**src/inc/uart_tx_dma_pkg.sv**
```systemverilog
`default_nettype none
package uart_tx_dma_pkg;

   // ======================================================================
   // bus and data widths
   localparam int ADDR_W = 18;
   localparam int DATA_W = 32;
   localparam int BCNT_W = 7;
   localparam int PTR_W  = 3;

   // ======================================================================
   // register indices; byte address is four times the index
   localparam logic [15:0] DEF_IDX  = 16'hFFE0;
   localparam logic [15:0] STAT_IDX = 16'hFFE1;

   // ======================================================================
   // channel definition fields
   localparam int DEF_PTR_LSB  = 0;
   localparam int DEF_DIR_BIT  = 3;
   localparam int DEF_SEL_BIT  = 4;
   localparam int DEF_CONT_BIT = 5;
   localparam int DEF_IRQ_BIT  = 6;
   localparam int DEF_RUN_BIT  = 7;

   // ======================================================================
   // channel status fields
   localparam int STAT_PART_BIT = 0;

   // ======================================================================
   // reset values and the count step
   localparam logic [PTR_W-1:0]  PTR_RST  = 3'h0;
   localparam logic [BCNT_W-1:0] BCNT_ZERO = 7'h00;
   localparam logic [BCNT_W-1:0] BCNT_ONE  = 7'h01;
   localparam logic [DATA_W-1:0] RDATA_ZERO = 32'h0000_0000;

   // ======================================================================
   // channel sequencer states
   typedef enum logic [1:0] {
      ST_IDLE = 2'b00,
      ST_LOAD = 2'b01,
      ST_MOVE = 2'b10
   } chan_state_t;

endpackage
`default_nettype wire

```
**src/rtl/uart_tx_dma_channel_control.sv**
```systemverilog
// Implementation choice: the APB slave port.
`timescale 1ns/1ps
`default_nettype none
// What this block does
// (RQ1) software always writes continuous mode as one
// (RQ2) continuous mode alternates buffers without processor help
// (RQ3) channel toggles buffer select; manager follows it
// (RQ4) short buffer: send it, terminate, interrupt
// (RQ5) timer expiry terminates transfer and interrupts
// (RQ6) interrupt on run bit falling when allowed
// (RQ7) irq disallowed: short buffer keeps channel running
// (RQ8) writing run one starts the transfer
// (RQ9) hardware clears run on completion or error
// (RQ10) halt on zero byte count or timeout
// (RQ11) on halt write back count, clear nak; this block writes back the count only and has no nak
// (RQ12) partial flag set by hardware, cleared by software
// (RQ13) write one clears flag, zero no effect
// (RQ14) upper seven status bits read zero
// (RQ15) buffer select zero is x, one is y
// (RQ16) direction bit reads one, ignores writes
// (RQ17) three-bit pointer picks descriptor set
// (RQ18) timeout pulse ignored while halted
module uart_tx_dma_channel_control (
   input  wire logic                                 clk_i,
   input  wire logic                                 srst_i,
   // apb slave
   input  wire logic                                 psel_i,
   input  wire logic                                 penable_i,
   input  wire logic                                 pwrite_i,
   input  wire logic [uart_tx_dma_pkg::ADDR_W-1:0]   paddr_i,
   input  wire logic [uart_tx_dma_pkg::DATA_W-1:0]   pwdata_i,
   input  wire logic [3:0]                           pstrb_i,
   output logic      [uart_tx_dma_pkg::DATA_W-1:0]   prdata_o,
   output logic                                      pready_o,
   output logic                                      pslverr_o,
   // buffer manager and descriptors
   output logic      [uart_tx_dma_pkg::PTR_W-1:0]    edb_ptr_o,
   output logic                                      buffer_select_o,
   output logic                                      buf_req_o,
   input  wire logic                                 buf_valid_i,
   input  wire logic [uart_tx_dma_pkg::BCNT_W-1:0]   buf_count_i,
   input  wire logic [uart_tx_dma_pkg::BCNT_W-1:0]   buf_size_i,
   output logic                                      buf_done_o,
   output logic                                      wb_valid_o,
   output logic      [uart_tx_dma_pkg::BCNT_W-1:0]   wb_count_o,
   // shared ram read port
   output logic                                      mem_rd_o,
   output logic      [uart_tx_dma_pkg::BCNT_W-1:0]   mem_addr_o,
   input  wire logic [7:0]                           mem_data_i,
   // serial transmitter
   output logic                                      tx_valid_o,
   output logic      [7:0]                           tx_data_o,
   input  wire logic                                 tx_ready_i,
   // timer and processor
   input  wire logic                                 timeout_i,
   output logic                                      irq_o
);

   // ======================================================================
   // declarations
   uart_tx_dma_pkg::chan_state_t         state_reg;
   uart_tx_dma_pkg::chan_state_t         state_next;
   logic [uart_tx_dma_pkg::PTR_W-1:0]    ptr_reg;
   logic                                 sel_reg;
   logic                                 cont_reg;
   logic                                 irqen_reg;
   logic                                 run_reg;
   logic                                 run_d_reg;
   logic                                 part_reg;
   logic                                 short_reg;
   logic                                 halt_ev;
   logic                                 toggle_ev;
   logic                                 part_ev;
   logic                                 mv_start;
   logic                                 mv_abort;
   logic                                 mv_done;
   logic [uart_tx_dma_pkg::BCNT_W-1:0]   mv_left;
   logic [uart_tx_dma_pkg::BCNT_W-1:0]   halt_count;
   logic                                 acc;
   logic                                 wr_def;
   logic                                 wr_stat;
   logic [7:0]                           def_view;
   logic [7:0]                           stat_view;

   // ======================================================================
   // address decode, shared by read and write paths
   function automatic logic hit(input logic [uart_tx_dma_pkg::ADDR_W-1:0] a, input logic [15:0] idx);
      return a == {idx, 2'b00};
   endfunction

   assign acc     = psel_i & penable_i & pready_o;
   assign wr_def  = acc & pwrite_i & pstrb_i[0] & hit(paddr_i, uart_tx_dma_pkg::DEF_IDX);
   assign wr_stat = acc & pwrite_i & pstrb_i[0] & hit(paddr_i, uart_tx_dma_pkg::STAT_IDX);

   always_comb begin
      def_view                                  = 8'h00;
      def_view[uart_tx_dma_pkg::DEF_PTR_LSB +: uart_tx_dma_pkg::PTR_W] = ptr_reg;
      def_view[uart_tx_dma_pkg::DEF_DIR_BIT]    = 1'b1;        // [RQ16]
      def_view[uart_tx_dma_pkg::DEF_SEL_BIT]    = sel_reg;
      def_view[uart_tx_dma_pkg::DEF_CONT_BIT]   = cont_reg;
      def_view[uart_tx_dma_pkg::DEF_IRQ_BIT]    = irqen_reg;
      def_view[uart_tx_dma_pkg::DEF_RUN_BIT]    = run_reg;
      stat_view                                 = 8'h00;       // [RQ14]
      stat_view[uart_tx_dma_pkg::STAT_PART_BIT] = part_reg;
   end

   // ======================================================================
   // apb: zero wait states, answer registered during the setup cycle
   always_ff @(posedge clk_i) begin
      if (srst_i) begin
         pready_o  <= 1'b0;
         pslverr_o <= 1'b0;
         prdata_o  <= uart_tx_dma_pkg::RDATA_ZERO;
      end else if (psel_i && !penable_i && !pready_o) begin
         pready_o  <= 1'b1;
         pslverr_o <= !hit(paddr_i, uart_tx_dma_pkg::DEF_IDX) && !hit(paddr_i, uart_tx_dma_pkg::STAT_IDX);
         if (hit(paddr_i, uart_tx_dma_pkg::DEF_IDX)) begin
            prdata_o <= {24'h000000, def_view};
         end else if (hit(paddr_i, uart_tx_dma_pkg::STAT_IDX)) begin
            prdata_o <= {24'h000000, stat_view};
         end else begin
            prdata_o <= uart_tx_dma_pkg::RDATA_ZERO;
         end
      end else begin
         pready_o  <= 1'b0;
         pslverr_o <= 1'b0;
      end
   end

   // ======================================================================
   // channel definition register
   always_ff @(posedge clk_i) begin
      if (srst_i) begin
         ptr_reg   <= uart_tx_dma_pkg::PTR_RST;
         cont_reg  <= 1'b0;
         irqen_reg <= 1'b0;
      end else if (wr_def) begin
         ptr_reg   <= pwdata_i[uart_tx_dma_pkg::DEF_PTR_LSB +: uart_tx_dma_pkg::PTR_W]; // [RQ17]
         cont_reg  <= pwdata_i[uart_tx_dma_pkg::DEF_CONT_BIT];                          // [RQ1]
         irqen_reg <= pwdata_i[uart_tx_dma_pkg::DEF_IRQ_BIT];
      end
   end

   // a processor write wins over a hardware clear in the same cycle, so a
   // restart written at the moment of a halt is not lost
   always_ff @(posedge clk_i) begin
      if (srst_i) begin
         run_reg <= 1'b0;
      end else if (wr_def) begin
         run_reg <= pwdata_i[uart_tx_dma_pkg::DEF_RUN_BIT];   // [RQ8]
      end else if (halt_ev) begin
         run_reg <= 1'b0;                                     // [RQ9]
      end
   end

   // the hardware toggle wins: the manager already follows the new buffer
   always_ff @(posedge clk_i) begin
      if (srst_i) begin
         sel_reg <= 1'b0;
      end else if (toggle_ev) begin
         sel_reg <= ~sel_reg;                                 // [RQ3] [RQ15]
      end else if (wr_def) begin
         sel_reg <= pwdata_i[uart_tx_dma_pkg::DEF_SEL_BIT];
      end
   end

   // ======================================================================
   // status register: partial flag, set wins over clear
   always_ff @(posedge clk_i) begin
      if (srst_i) begin
         part_reg <= 1'b0;
      end else if (part_ev) begin
         part_reg <= 1'b1;                                    // [RQ12]
      end else if (wr_stat && pwdata_i[uart_tx_dma_pkg::STAT_PART_BIT]) begin
         part_reg <= 1'b0;                                    // [RQ13]
      end
   end

   // ======================================================================
   // sequencer
   always_comb begin
      state_next = state_reg;
      halt_ev    = 1'b0;
      toggle_ev  = 1'b0;
      part_ev    = 1'b0;
      mv_start   = 1'b0;
      mv_abort   = 1'b0;
      halt_count = uart_tx_dma_pkg::BCNT_ZERO;
      unique case (state_reg)
         uart_tx_dma_pkg::ST_IDLE: begin
            if (run_reg) begin
               state_next = uart_tx_dma_pkg::ST_LOAD;         // [RQ8]
            end
         end
         uart_tx_dma_pkg::ST_LOAD: begin
            if (!run_reg) begin
               state_next = uart_tx_dma_pkg::ST_IDLE;
            end else if (timeout_i) begin
               halt_ev    = 1'b1;                             // [RQ5] [RQ18]
               state_next = uart_tx_dma_pkg::ST_IDLE;
            end else if (buf_valid_i) begin
               if (buf_count_i == uart_tx_dma_pkg::BCNT_ZERO) begin
                  halt_ev    = 1'b1;                          // [RQ10]
                  state_next = uart_tx_dma_pkg::ST_IDLE;
               end else begin
                  mv_start   = 1'b1;
                  state_next = uart_tx_dma_pkg::ST_MOVE;
               end
            end
         end
         uart_tx_dma_pkg::ST_MOVE: begin
            if (!run_reg) begin
               mv_abort   = 1'b1;
               state_next = uart_tx_dma_pkg::ST_IDLE;
            end else if (timeout_i) begin
               mv_abort   = 1'b1;
               halt_ev    = 1'b1;                             // [RQ5] [RQ10]
               halt_count = mv_left;
               state_next = uart_tx_dma_pkg::ST_IDLE;
            end else if (mv_done) begin
               toggle_ev = 1'b1;                              // [RQ3]
               if (short_reg) begin
                  part_ev = 1'b1;                             // [RQ12]
               end
               if (short_reg && irqen_reg) begin
                  halt_ev    = 1'b1;                          // [RQ4]
                  state_next = uart_tx_dma_pkg::ST_IDLE;
               end else if (!short_reg && !cont_reg) begin
                  halt_ev    = 1'b1;
                  state_next = uart_tx_dma_pkg::ST_IDLE;
               end else begin
                  state_next = uart_tx_dma_pkg::ST_LOAD;      // [RQ2] [RQ7]
               end
            end
         end
         default: begin
            state_next = uart_tx_dma_pkg::ST_IDLE;
         end
      endcase
   end

   always_ff @(posedge clk_i) begin
      if (srst_i) begin
         state_reg <= uart_tx_dma_pkg::ST_IDLE;
      end else begin
         state_reg <= state_next;
      end
   end

   // short means fewer bytes than the descriptor's buffer size
   always_ff @(posedge clk_i) begin
      if (srst_i) begin
         short_reg <= 1'b0;
      end else if (mv_start) begin
         short_reg <= buf_count_i < buf_size_i;               // [RQ4]
      end
   end

   // ======================================================================
   // manager handshake, write-back and interrupt
   always_ff @(posedge clk_i) begin
      if (srst_i) begin
         buf_req_o  <= 1'b0;
         buf_done_o <= 1'b0;
         wb_valid_o <= 1'b0;
         wb_count_o <= uart_tx_dma_pkg::BCNT_ZERO;
      end else begin
         buf_req_o  <= state_next == uart_tx_dma_pkg::ST_LOAD && !mv_start;
         buf_done_o <= toggle_ev;
         wb_valid_o <= halt_ev;                               // [RQ11]
         if (halt_ev) begin
            wb_count_o <= halt_count;                         // [RQ11]
         end
      end
   end

   always_ff @(posedge clk_i) begin
      if (srst_i) begin
         edb_ptr_o       <= uart_tx_dma_pkg::PTR_RST;
         buffer_select_o <= 1'b0;
      end else begin
         edb_ptr_o       <= ptr_reg;                          // [RQ17]
         buffer_select_o <= sel_reg;                          // [RQ3]
      end
   end

   // the interrupt follows the run bit falling for any cause, software too
   always_ff @(posedge clk_i) begin
      if (srst_i) begin
         run_d_reg <= 1'b0;
         irq_o     <= 1'b0;
      end else begin
         run_d_reg <= run_reg;
         irq_o     <= run_d_reg & ~run_reg & irqen_reg;       // [RQ6]
      end
   end

   // ======================================================================
   // data path
   tx_byte_mover u_mover (
      .clk_i      (clk_i),
      .srst_i     (srst_i),
      .start_i    (mv_start),
      .abort_i    (mv_abort),
      .count_i    (buf_count_i),
      .mem_rd_o   (mem_rd_o),
      .mem_addr_o (mem_addr_o),
      .mem_data_i (mem_data_i),
      .tx_valid_o (tx_valid_o),
      .tx_data_o  (tx_data_o),
      .tx_ready_i (tx_ready_i),
      .left_o     (mv_left),
      .done_o     (mv_done)
   );

endmodule // uart_tx_dma_channel_control
`default_nettype wire

```
**src/rtl/tx_byte_mover.sv**
```systemverilog
`timescale 1ns/1ps
`default_nettype none
// ==========================================================================
// byte mover: reads one buffer from shared ram and feeds the transmitter
module tx_byte_mover (
   input  wire logic                               clk_i,
   input  wire logic                               srst_i,
   input  wire logic                               start_i,
   input  wire logic                               abort_i,
   input  wire logic [uart_tx_dma_pkg::BCNT_W-1:0] count_i,
   output logic                                    mem_rd_o,
   output logic      [uart_tx_dma_pkg::BCNT_W-1:0] mem_addr_o,
   input  wire logic [7:0]                         mem_data_i,
   output logic                                    tx_valid_o,
   output logic      [7:0]                         tx_data_o,
   input  wire logic                               tx_ready_i,
   output logic      [uart_tx_dma_pkg::BCNT_W-1:0] left_o,
   output logic                                    done_o
);

   logic [uart_tx_dma_pkg::BCNT_W-1:0] issue_reg;
   logic                               busy_reg;
   logic                               pend_reg;
   logic                               take;

   assign take = tx_valid_o & tx_ready_i;

   // ======================================================================
   // read side: one byte in flight at most, memory answers next cycle
   always_ff @(posedge clk_i) begin
      if (srst_i || abort_i) begin
         busy_reg   <= 1'b0;
         pend_reg   <= 1'b0;
         mem_rd_o   <= 1'b0;
         issue_reg  <= uart_tx_dma_pkg::BCNT_ZERO;
         mem_addr_o <= uart_tx_dma_pkg::BCNT_ZERO;
      end else if (start_i) begin
         busy_reg   <= 1'b1;
         pend_reg   <= 1'b0;
         mem_rd_o   <= 1'b0;
         issue_reg  <= count_i;
         mem_addr_o <= uart_tx_dma_pkg::BCNT_ZERO;
      end else begin
         mem_rd_o <= 1'b0;
         if (busy_reg && !pend_reg && !tx_valid_o && !mem_rd_o && issue_reg != uart_tx_dma_pkg::BCNT_ZERO) begin
            mem_rd_o  <= 1'b1;
            pend_reg  <= 1'b1;
            issue_reg <= issue_reg - uart_tx_dma_pkg::BCNT_ONE;
         end else if (pend_reg && !mem_rd_o) begin
            pend_reg   <= 1'b0;
            mem_addr_o <= mem_addr_o + uart_tx_dma_pkg::BCNT_ONE;
         end
         if (done_o) begin
            busy_reg <= 1'b0;
         end
      end
   end

   // ======================================================================
   // transmit side: the byte is held until the transmitter takes it
   always_ff @(posedge clk_i) begin
      if (srst_i || abort_i) begin
         tx_valid_o <= 1'b0;
         tx_data_o  <= 8'h00;
      end else if (pend_reg && !mem_rd_o) begin
         tx_valid_o <= 1'b1;
         tx_data_o  <= mem_data_i;
      end else if (take) begin
         tx_valid_o <= 1'b0;
      end
   end

   // ======================================================================
   // remaining count falls only on delivery, so an abort reports bytes not sent
   always_ff @(posedge clk_i) begin
      if (srst_i) begin
         left_o <= uart_tx_dma_pkg::BCNT_ZERO;
         done_o <= 1'b0;
      end else if (start_i) begin
         left_o <= count_i;
         done_o <= 1'b0;
      end else begin
         if (take) begin
            left_o <= left_o - uart_tx_dma_pkg::BCNT_ONE;
         end
         done_o <= busy_reg && !done_o && !abort_i && take && left_o == uart_tx_dma_pkg::BCNT_ONE;
      end
   end

endmodule // tx_byte_mover
`default_nettype wire

```
**config.mk**
```make
export PLATFORM = sky130hd
export DESIGN_NAME = uart_tx_dma_channel_control
export DESIGN_NICKNAME = d
export VERILOG_FILES = /design/src/inc/uart_tx_dma_pkg.sv /design/src/rtl/uart_tx_dma_channel_control.sv /design/src/rtl/tx_byte_mover.sv
export SDC_FILE = /design/constraint.sdc
export NUM_CORES = 1
export LEC_CHECK = 0
export BUFFER_PORTS_ARGS = -buffer_cell sky130_fd_sc_hd__buf_4
export CORE_ASPECT_RATIO = 1.5
export CORE_UTILIZATION = 25
export DETAILED_ROUTE_END_ITERATION = 8
export PLACE_DENSITY = 0.47
export SYNTH_ARGS = -nofsm -noshare
export SYNTH_HDL_FRONTEND = slang
export SYNTH_SLANG_ARGS = --single-unit
```
**constraint.sdc**
```tcl
create_clock -name clk_i -period 2.51 [get_ports clk_i]
set_input_delay 0.251 -clock clk_i [delete_from_list [all_inputs] [get_ports clk_i]]
set_output_delay 0.251 -clock clk_i [all_outputs]
set_load 0.005 [all_outputs]
```
==> run summary, run 1 <==
top post-synthesis cells by count: 71 x dfxtp_1, 43 x nand2_1, 36 x nor2_1
Final Max Slew Viols: 0
Detailed Route WL: 8.90 mm
Post-synth EDFFs: 0
CTS Hold Buffers Added: 0
clock root cell: clkbuf_16
relative slew slack: 58.5%
Worst Path Required: 2.71 ns
FF+latch count, synth: 71
Final Power: 2.55 mW
gpl congestion: 0.811
DR vias/cell: 4.59
Die Area: 14500 sq um
CTS tree: yes
row cnt: 52
share of the synthesized area in the top cell type: 40.5%
Iteration-0 DRC Markers: 138
Chip Height: 147 microns
Async S/R FF share, synth: 0%
Slew @ Worst Pin: 0.623 ns
Yosys top cell by area: dfxtp_1
Worst Path Arrival: 2.35 ns
crit-path cells: inv_1 -> ha_1 -> and3b_1 -> and3_4 -> o31ai_4 -> or3_2 -> a21oi_1
Final nets: 592
worst r2r path cells: 7
most common cell in the netlist: dfxtp_1
CTS resizes: 0
H-tree depth: 3
Total GRT Usage: 12.7%
Register Area: 1420 sq um
Initial Util: 25.8%
initial antenna violation count: 0
vias in the first global route: 2890
Synth area leaders: dfxtp_1 41%, buf_4 5.4%, ha_1 5.4%, nand2_1 4.6%, a21oi_1 4.0%
Setup Fix Bufs, Post-CTS: 0
Worst Setup Start Kind: flip-flop
Fmax achieved: 465 MHz
final hold viol count: 0
I/O pin cnt: 150
Post-DRT Antenna Nets: 0
clk_lat worst skew: 0.33 ns
largest net degree at the start of global routing: 46
Top Registers: prdata_o x8, u_mover.tx_data_o x8
Worst VDD drop: 0.305 mV
maxcap violations: 0
# port buffers: 97
CP Max Fanout: 14
CP max stage delay: 0.50 ns
vias: 3031
cell area after synthesis: 3510 sq um
Setup TNS Final: 0 ns
CORE AREA: 13600 sq um
Layout area overhead: 30.4%
clock tree buffer depth: 2
Cell variety after synth: 61
Most used DFF post-synth: dfxtp_1
Residual DRC: 0
Yosys Warn Count: 0
clock skew: 0.00764 ns
static leakage: 1.92 nW
drt wl/cell: 13.5 microns
syn avg cell area: 8.79 sq um
Worst setup EP type: flip-flop
antenna diode count: 0
area of the multi-input gates: 1830 sq um
RSZ-0062 raised after global routing: false
total global routing overflow: 0
post-synthesis sequential area ratio: 40.5%
critical path type: reg2reg
chip width: 98.7 microns
PwrDens: 558 nW/um^2
minimum clock period: 2.15 ns
setup violators final: 0
period utilization: 85.8%
Clk pin slew, worst setup/hold paths: 0.06 ns
first-pass GRT wire length: 14.4 mm
dpl hpwl: 6.95 mm
Hold Path Class: in2reg
status: finished, final reports clean
CTS Buf Count: 9
Mapped Cells: 399
drt first pass iters: 4
TritonCTS Sinks: 71
layout cells sized above 1: 27.1%
hold path depth: 3
number of filler cells placed in the layout: 1406
Crit-path slowest cell: o31ai_4
==> logic make-up after synthesis <==
group | after synthesis | synth area share (%)
AOI/OAI and AO/OA | 68 | 13.0
xor gates and xnor gates | 15 | 3.75
adders and majority gates | 15 | 5.35
buffers and inverters | 60 | 9.85
DFF | 71 | 40.5
muxes | 8 | 2.28
other | 1 | 0.107
and+or+nand+nor | 161 | 25.1
==> where the power goes <==
part / internal [mW] / switching [mW] / leakage [nW]
sequential: 1.13 / 0.000602 / 0.572
clock: 0.774 / 0.503 / 0.135
combinational: 0.0737 / 0.0702 / 1.21
total: 1.98 / 0.573 / 1.92
==> worst max-delay path, delay by kind of cell (launching register included) <==
kind / cells / cell delay [ns]
simple gates: 3 / 0.59
buf+inv: 1 / 0.10
compound gates: 2 / 0.55
flops: 1 / 0.44
fa+ha+maj: 1 / 0.32
==> worst paths after layout <==
check | startpoint | end | slack (ns)
max | state_reg[0] | wb_count_o[0] | 0.36
min | pwdata_i[5] | cont_reg | 0.15
max reg2reg | state_reg[0] | wb_count_o[0] | 0.36
min reg2reg | wb_count_o[0] | wb_count_o[0] | 0.45
==> per-stage QoR <==
stage | cell area, sq um | hold WS (ns) | cells | setup slack (ns) | utilization, %
6_report | 4570 | 0.151 | 660 | 0.357 | 33.6
3_5_place_dp | 4270 | 0.453 | 644 | 0.391 | 31.4
3_3_place_gp | 4270 | 0.444 | 644 | 0.436 | 31.4
4_1_cts | 4570 | 0.142 | 660 | 0.372 | 33.6
2_1_floorplan | 3590 | 0.387 | 422 | 0.660 | -
5_1_grt | 4570 | 0.156 | 660 | 0.232 | 33.6
==> area by class of cell <==
cell class,count,area share (%)
repair buffers,99,16.3
well taps,162,4.43
multi-input cells,291,40.0
clock inverters,6,1.53
clock buffers,10,5.01
flip-flops and latches,71,31.1
inverters,21,1.72
==> metal layers <==
metal	GRT usage, %	wire [microns]
met1	14.3	3620
met2	22.2	4610
met3	2.33	390
met4	7.31	279
met5	0	0
==> cells in the final DEF (no fill, tap or decap), types with 2 or more instances in the layout <==
master / count
xor2_1: 5
nor4_1: 3
or3_2: 4
nand2b_1: 10
or3_1: 2
nor2b_1: 6
a22oi_1: 6
a21o_1: 4
nand2_1: 43
nor2_1: 36
clkbuf_16: 9
buf_4: 99
and4_1: 3
nor3b_1: 2
dfxtp_1: 71
a211oi_1: 8
or4_4: 2
nand3_1: 9
nand4b_1: 2
and2_1: 2
nor3_1: 14
xnor2_1: 10
nand3b_1: 2
nand4_1: 4
o21ai_0: 8
clkinvlp_4: 3
and2_2: 2
mux2i_1: 8
a21oi_1: 28
inv_1: 21
and3_1: 3
conb_1: 24
ha_1: 15
o2111ai_1: 2
No activity file was read; power rests on OpenSTA's default activity.
==> inputs of run 2 (changes only) <==
Settings changed: ABC_AREA set to 1.
==> run 2 against run 1 <==
Clock-buffer cell count down 1. Clock skew down 0.0025 ns. Via count is 14% higher. Synthesized area rose by 4.5%. Wire length grew 4.6%. Worst setup slack better by 0.37 ns.
==> run summary, run 2 <==
Hold Path Class: in2reg (unchanged)
CTS Buf Count: 9 (unchanged)
RSZ-0062 raised after global routing: false (unchanged)
Mapped Cells: 521 (was 399)
setup violators final: 0 (unchanged)
Setup Fix Bufs, Post-CTS: 0 (unchanged)
clock root cell: clkbuf_16 (unchanged)
# port buffers: 97 (unchanged)
Post-synth EDFFs: 0 (unchanged)
maxcap violations: 0 (unchanged)
commonest non-fill, non-tap cells in the layout: 126 x nand2_1, 101 x buf_4, 71 x dfxtp_1 (was 99 x buf_4, 71 x dfxtp_1, 43 x nand2_1)
initial antenna violation count: 0 (unchanged)
Cell variety after synth: 36 (was 61)
Top Registers: prdata_o x8, u_mover.tx_data_o x8 (unchanged)
post-synthesis sequential area ratio: 38.8% (was 40.5%)
largest net degree at the start of global routing: 20 (was 46)
dpl hpwl: 7.34 mm (was 6.95 mm)
top post-synthesis cells by count: 126 x nand2_1, 71 x dfxtp_1, 64 x nor2_1 (was 71 x dfxtp_1, 43 x nand2_1, 36 x nor2_1)
total global routing overflow: 0 (unchanged)
PwrDens: 532 nW/um^2 (was 558 nW/um^2)
Worst Setup Start Kind: flip-flop (unchanged)
Post-DRT Antenna Nets: 0 (unchanged)
drt wl/cell: 11.4 microns (was 13.5 microns)
FF+latch count, synth: 71 (unchanged)
layout cells sized above 1: 21.2% (was 27.1%)
most common cell in the netlist: nand2_1 (was dfxtp_1)
syn avg cell area: 7.04 sq um (was 8.79 sq um)
hold path depth: 3 (unchanged)
Residual DRC: 0 (unchanged)
Synth area leaders: dfxtp_1 39%, nand2_1 13%, nor2_1 6.6%, inv_1 6.5%, nand3_1 6.0% (was dfxtp_1 41%, buf_4 5.4%, ha_1 5.4%, nand2_1 4.6%, a21oi_1 4.0%)
drt first pass iters: 4 (unchanged)
cell area after synthesis: 3670 sq um (was 3510 sq um)
static leakage: 2.28 nW (was 1.92 nW)
final hold viol count: 0 (unchanged)
share of the synthesized area in the top cell type: 38.8% (was 40.5%)
Chip Height: 150 microns (was 147 microns)
Setup TNS Final: 0 ns (unchanged)
I/O pin cnt: 150 (unchanged)
row cnt: 53 (was 52)
antenna diode count: 0 (unchanged)
Iteration-0 DRC Markers: 150 (was 138)
CTS Hold Buffers Added: 0 (unchanged)
Detailed Route WL: 9.30 mm (was 8.90 mm)
Total GRT Usage: 12.4% (was 12.7%)
CP Max Fanout: 12 (was 14)
Worst setup EP type: flip-flop (unchanged)
Final Power: 2.56 mW (was 2.55 mW)
minimum clock period: 1.78 ns (was 2.15 ns)
clk_lat worst skew: 0.33 ns (about the same)
Final nets: 721 (was 592)
H-tree depth: 3 (unchanged)
Worst Path Arrival: 2.06 ns (was 2.35 ns)
TritonCTS Sinks: 71 (unchanged)
CTS resizes: 0 (unchanged)
status: finished, final reports clean (unchanged)
worst r2r path cells: 7 (unchanged)
fin area: 4810 sq um (was 4570 sq um)
Yosys top cell by area: dfxtp_1 (unchanged)
Crit-path slowest cell: dfxtp_1 (was o31ai_4)
most used cell, CP: nand2_1
vias in the first global route: 3251 (was 2890)
Most used DFF post-synth: dfxtp_1 (unchanged)
Die Area: 15200 sq um (was 14500 sq um)
vias: 3452 (was 3031)
Area after DPL: 4510 sq um (was 4270 sq um)
crit-path cells: inv_1 -> ha_1 -> a21oi_4 -> inv_2 -> nor2_2 -> nand2_1 -> nand2_1 (was inv_1 -> ha_1 -> and3b_1 -> and3_4 -> o31ai_4 -> or3_2 -> a21oi_1)
gpl congestion: 0.785 (was 0.811)
Worst Path Required: 2.79 ns (was 2.71 ns)
DR vias/cell: 4.21 (was 4.59)
CORE AREA: 14200 sq um (was 13600 sq um)
Layout area overhead: 31.3% (was 30.4%)
critical path type: reg2reg (unchanged)
commonest non-fill, non-tap cell in the layout: nand2_1 (was buf_4)
Clk pin slew, worst setup/hold paths: 0.06 ns (about the same)
Worst VDD drop: 0.311 mV (was 0.305 mV)
Initial Util: 25.8% (about the same)
Final Max Slew Viols: 0 (unchanged)
Yosys Warn Count: 0 (unchanged)
CTS tree: yes (unchanged)
Fmax achieved: 561 MHz (was 465 MHz)
Setup WS post-layout: 0.728 ns (was 0.357 ns)
clock skew: 0.00512 ns (was 0.00764 ns)
period utilization: 71.0% (was 85.8%)
Async S/R FF share, synth: 0% (unchanged)
first-pass GRT wire length: 14.6 mm (was 14.4 mm)
clock tree buffer depth: 2 (unchanged)
chip width: 101 microns (was 98.7 microns)
pre-CTS setup slack: 0.727 ns (was 0.391 ns)
CP max stage delay: 0.44 ns (was 0.50 ns)
==> run 2: worst max-delay path: cells and delay by family (launching register included) <==
kind	cells	cell delay (ns)
compound gates	1	0.37
fa+ha+maj	1	0.32
buf+inv	2	0.29
flops	1	0.44
simple gates	3	0.31
==> run 2: layout make-up <==
type,count,area [sq um]
timing repair buffer,101,758
sequential,71,1420
clock inverter,7,72.6
multi-input combinational,371,1840
clock buffer,9,225
inverter,68,255
fill,1552,9380
tap,192,240
==> run 2: where the power goes <==
group	leakage (nW)	internal [mW]	switching, mW
sequential	0.572	1.13	0.000598
combinational	1.57	0.0770	0.0814
clock	0.142	0.770	0.501
==> run 2: path summary, 6_finish.rpt <==
kind,from,slack [ns],end
setup / recovery,state_reg[0],0.73,u_mover.issue_reg[4]
hold / removal,mem_data_i[2],0.18,u_mover.tx_data_o[2]
setup reg to reg,state_reg[0],0.73,u_mover.issue_reg[4]
hold reg to reg,run_d_reg,0.42,irq_o
==> run 2: per-layer routing <==
layer / vias to the layer above / track usage, % / routed length (microns)
met5: - / 0 / 0
met4: 0 / 5.87 / 214
met3: 13 / 2.60 / 483
met2: 106 / 23.9 / 5010
met1: 1533 / 12.3 / 3590
li1: 1800 / - / -
==> run 2: through the flow <==
step                hold slack [ns]  util, %  std cells
floorplan                     0.390        -        544
global placement              0.418     31.8        803
detailed placement            0.414     31.8        803
CTS                           0.162     33.9        819
global route                  0.177     33.9        819
finish                        0.175     33.9        819
==> run 2: cell families (layout without fill, tap and decap cells) <==
family	count (synthesis)	count (layout)	share of synthesized area (%)
AND/OR/NAND/NOR	265	265	31.0
XOR/XNOR	13	13	3.11
flip-flops	71	71	38.8
other	1	24	0.102
adder cells (fa/ha/maj)	15	15	5.12
AO/OA/AOI/OAI	54	54	8.50
buffers and inverters	102	185	13.4
==> inputs of run 3 (changes only) <==
Clock period 2.51 ns to 1.7 ns, I/O delays scaled along.
==> run 3 against run 2 <==
Global-route usage increased by 0.61 points. Final cell count up 1.6%. Critical path depth grew 1. Clock-buffer cell count increased by 1. Largest cell class unchanged. Highest routed layer unchanged.
==> run summary, run 3 (same netlist as run 2, synthesis figures left out) <==
gpl congestion: 0.782 (was 0.785)
Worst VDD drop: 0.378 mV (was 0.311 mV)
Setup Fix Bufs, Post-CTS: 0 (unchanged)
Total GRT Usage: 13.0% (was 12.4%)
clock root cell: clkbuf_16 (unchanged)
Final Util: 34.9% (was 33.9%)
Worst setup EP type: flip-flop (unchanged)
final hold viol count: 0 (unchanged)
clock tree buffer depth: 2 (unchanged)
minimum clock period: 1.53 ns (was 1.78 ns)
first-pass GRT wire length: 15.4 mm (was 14.6 mm)
Worst Path Required: 1.94 ns (was 2.79 ns)
CORE AREA: 14200 sq um (unchanged)
period utilization: 89.8% (was 71.0%)
critical path type: reg2reg (unchanged)
Setup WS post-layout: 0.173 ns (was 0.728 ns)
vias: 3493 (was 3452)
Detailed Route WL: 9.44 mm (was 9.30 mm)
Residual DRC: 0 (unchanged)
dpl hpwl: 7.54 mm (was 7.34 mm)
TritonCTS Sinks: 71 (unchanged)
Layout area overhead: 35.2% (was 31.3%)
Crit-path slowest cell: dfxtp_1 (unchanged)
CTS tree: yes (unchanged)
Worst Path Arrival: 1.76 ns (was 2.06 ns)
vias in the first global route: 3381 (was 3251)
area of the multi-input gates: 1850 sq um (was 1840 sq um)
Setup TNS Final: 0 ns (unchanged)
row cnt: 53 (unchanged)
fin area: 4950 sq um (was 4810 sq um)
clock skew: 0.00445 ns (was 0.00512 ns)
drt wl/cell: 11.4 microns (about the same)
Post-Layout Cell Count: 832 (was 819)
initial antenna violation count: 0 (unchanged)
RSZ-0062 raised after global routing: false (unchanged)
clk_lat worst skew: 0.33 ns (about the same)
Chip Height: 150 microns (unchanged)
total global routing overflow: 0 (unchanged)
hold_ws: 0.0954 ns (was 0.175 ns)
Register Area: 1420 sq um (about the same)
Die Area: 15200 sq um (unchanged)
crit-path cells: inv_1 -> ha_2 -> nand2_1 -> nor2_4 -> o21ai_4 -> buf_6 -> nand2_4 -> nor4b_2 (was inv_1 -> ha_1 -> a21oi_4 -> inv_2 -> nor2_2 -> nand2_1 -> nand2_1)
CP max stage delay: 0.33 ns (was 0.44 ns)
PwrDens: 799 nW/um^2 (was 532 nW/um^2)
maxcap violations: 0 (unchanged)
status: finished, final reports clean (unchanged)
Final Max Slew Viols: 0 (unchanged)
CTS Buf Count: 9 (unchanged)
pre-CTS setup slack: -0.00196 ns (was 0.727 ns)
CTS Hold Buffers Added: 0 (unchanged)
setup violators final: 0 (unchanged)
number of filler cells placed in the layout: 1544 (was 1552)
DP Cell Count: 816 (was 803)
CP Max Fanout: 9 (was 12)
DR vias/cell: 4.20 (was 4.21)
Post-DRT Antenna Nets: 0 (unchanged)
Initial Util: 25.8% (unchanged)
Final Power: 3.96 mW (was 2.56 mW)
# port buffers: 97 (unchanged)
commonest non-fill, non-tap cells in the layout: 125 x nand2_1, 113 x buf_4, 70 x dfxtp_1 (was 126 x nand2_1, 101 x buf_4, 71 x dfxtp_1)
Final nets: 734 (was 721)
Area after DPL: 4610 sq um (was 4510 sq um)
I/O pin cnt: 150 (unchanged)
commonest non-fill, non-tap cell in the layout: nand2_1 (unchanged)
Clk pin slew, worst setup/hold paths: 0.06 ns (about the same)
Iteration-0 DRC Markers: 100 (was 150)
antenna diode count: 0 (unchanged)
layout cells sized above 1: 23.4% (was 21.2%)
largest net degree at the start of global routing: 23 (was 20)
Hold Path Class: in2reg (unchanged)
chip width: 101 microns (unchanged)
Top Registers: prdata_o x8, u_mover.tx_data_o x8 (unchanged)
Fmax achieved: 655 MHz (was 561 MHz)
static leakage: 2.35 nW (was 2.28 nW)
Worst Setup Start Kind: flip-flop (unchanged)
drt first pass iters: 5 (was 4)
H-tree depth: 3 (unchanged)
[run 3: worst paths after layout]
| check | depth (start not counted) | slack, ns | start | to |
|---|---|---|---|---|
| hold / removal | 3 | 0.1 | mem_data_i[2] | u_mover.tx_data_o[2] |
| hold reg to reg | 2 | 0.43 | run_d_reg | irq_o |
| setup / recovery | 8 | 0.17 | state_reg[1] | u_mover.done_o |
| setup reg to reg | 8 | 0.17 | state_reg[1] | u_mover.done_o |
[run 3: worst max-delay path, delay by kind of cell, from the launching register on]
kind	cells	cell delay, ns
simple gates	4	0.50
buf+inv	2	0.28
compound gates	1	0.14
fa+ha+maj	1	0.19
flops	1	0.33
[run 3: what timing repair did]
item | 4_1_cts | 5_1_grt
cloned | 0 | 0
endpoints found under the hold margin | 0 | 0
endpoints found under the setup margin | 1 | 20
resized for setup | 0 | 7
pin swaps | 1 | 0
[run 3: routing by layer]
metal | up-vias | share of wire, % | global-route usage [%]
met2 | 104 | 53 | 24.7
li1 | 1824 | - | -
met4 | 0 | 1.6 | 5.14
met3 | 12 | 5.6 | 2.88
met1 | 1553 | 40 | 13.5
met5 | - | 0 | 0
[run 3: cell type report]
class	instances	share of cell area, %
clock inverter	6	1.87
tap	192	4.85
sequential	71	28.7
timing repair buffer	114	17.3
inverter	68	5.20
clock buffer	10	4.62
multi-input combinational	371	37.4
[run 3: power breakdown]
part	leakage (nW)	switching, mW	total [mW]	internal [mW]
Clock	0.150	0.754	2.05	1.30
Combinational	1.63	0.123	0.246	0.123
Sequential	0.572	0.000890	1.67	1.67
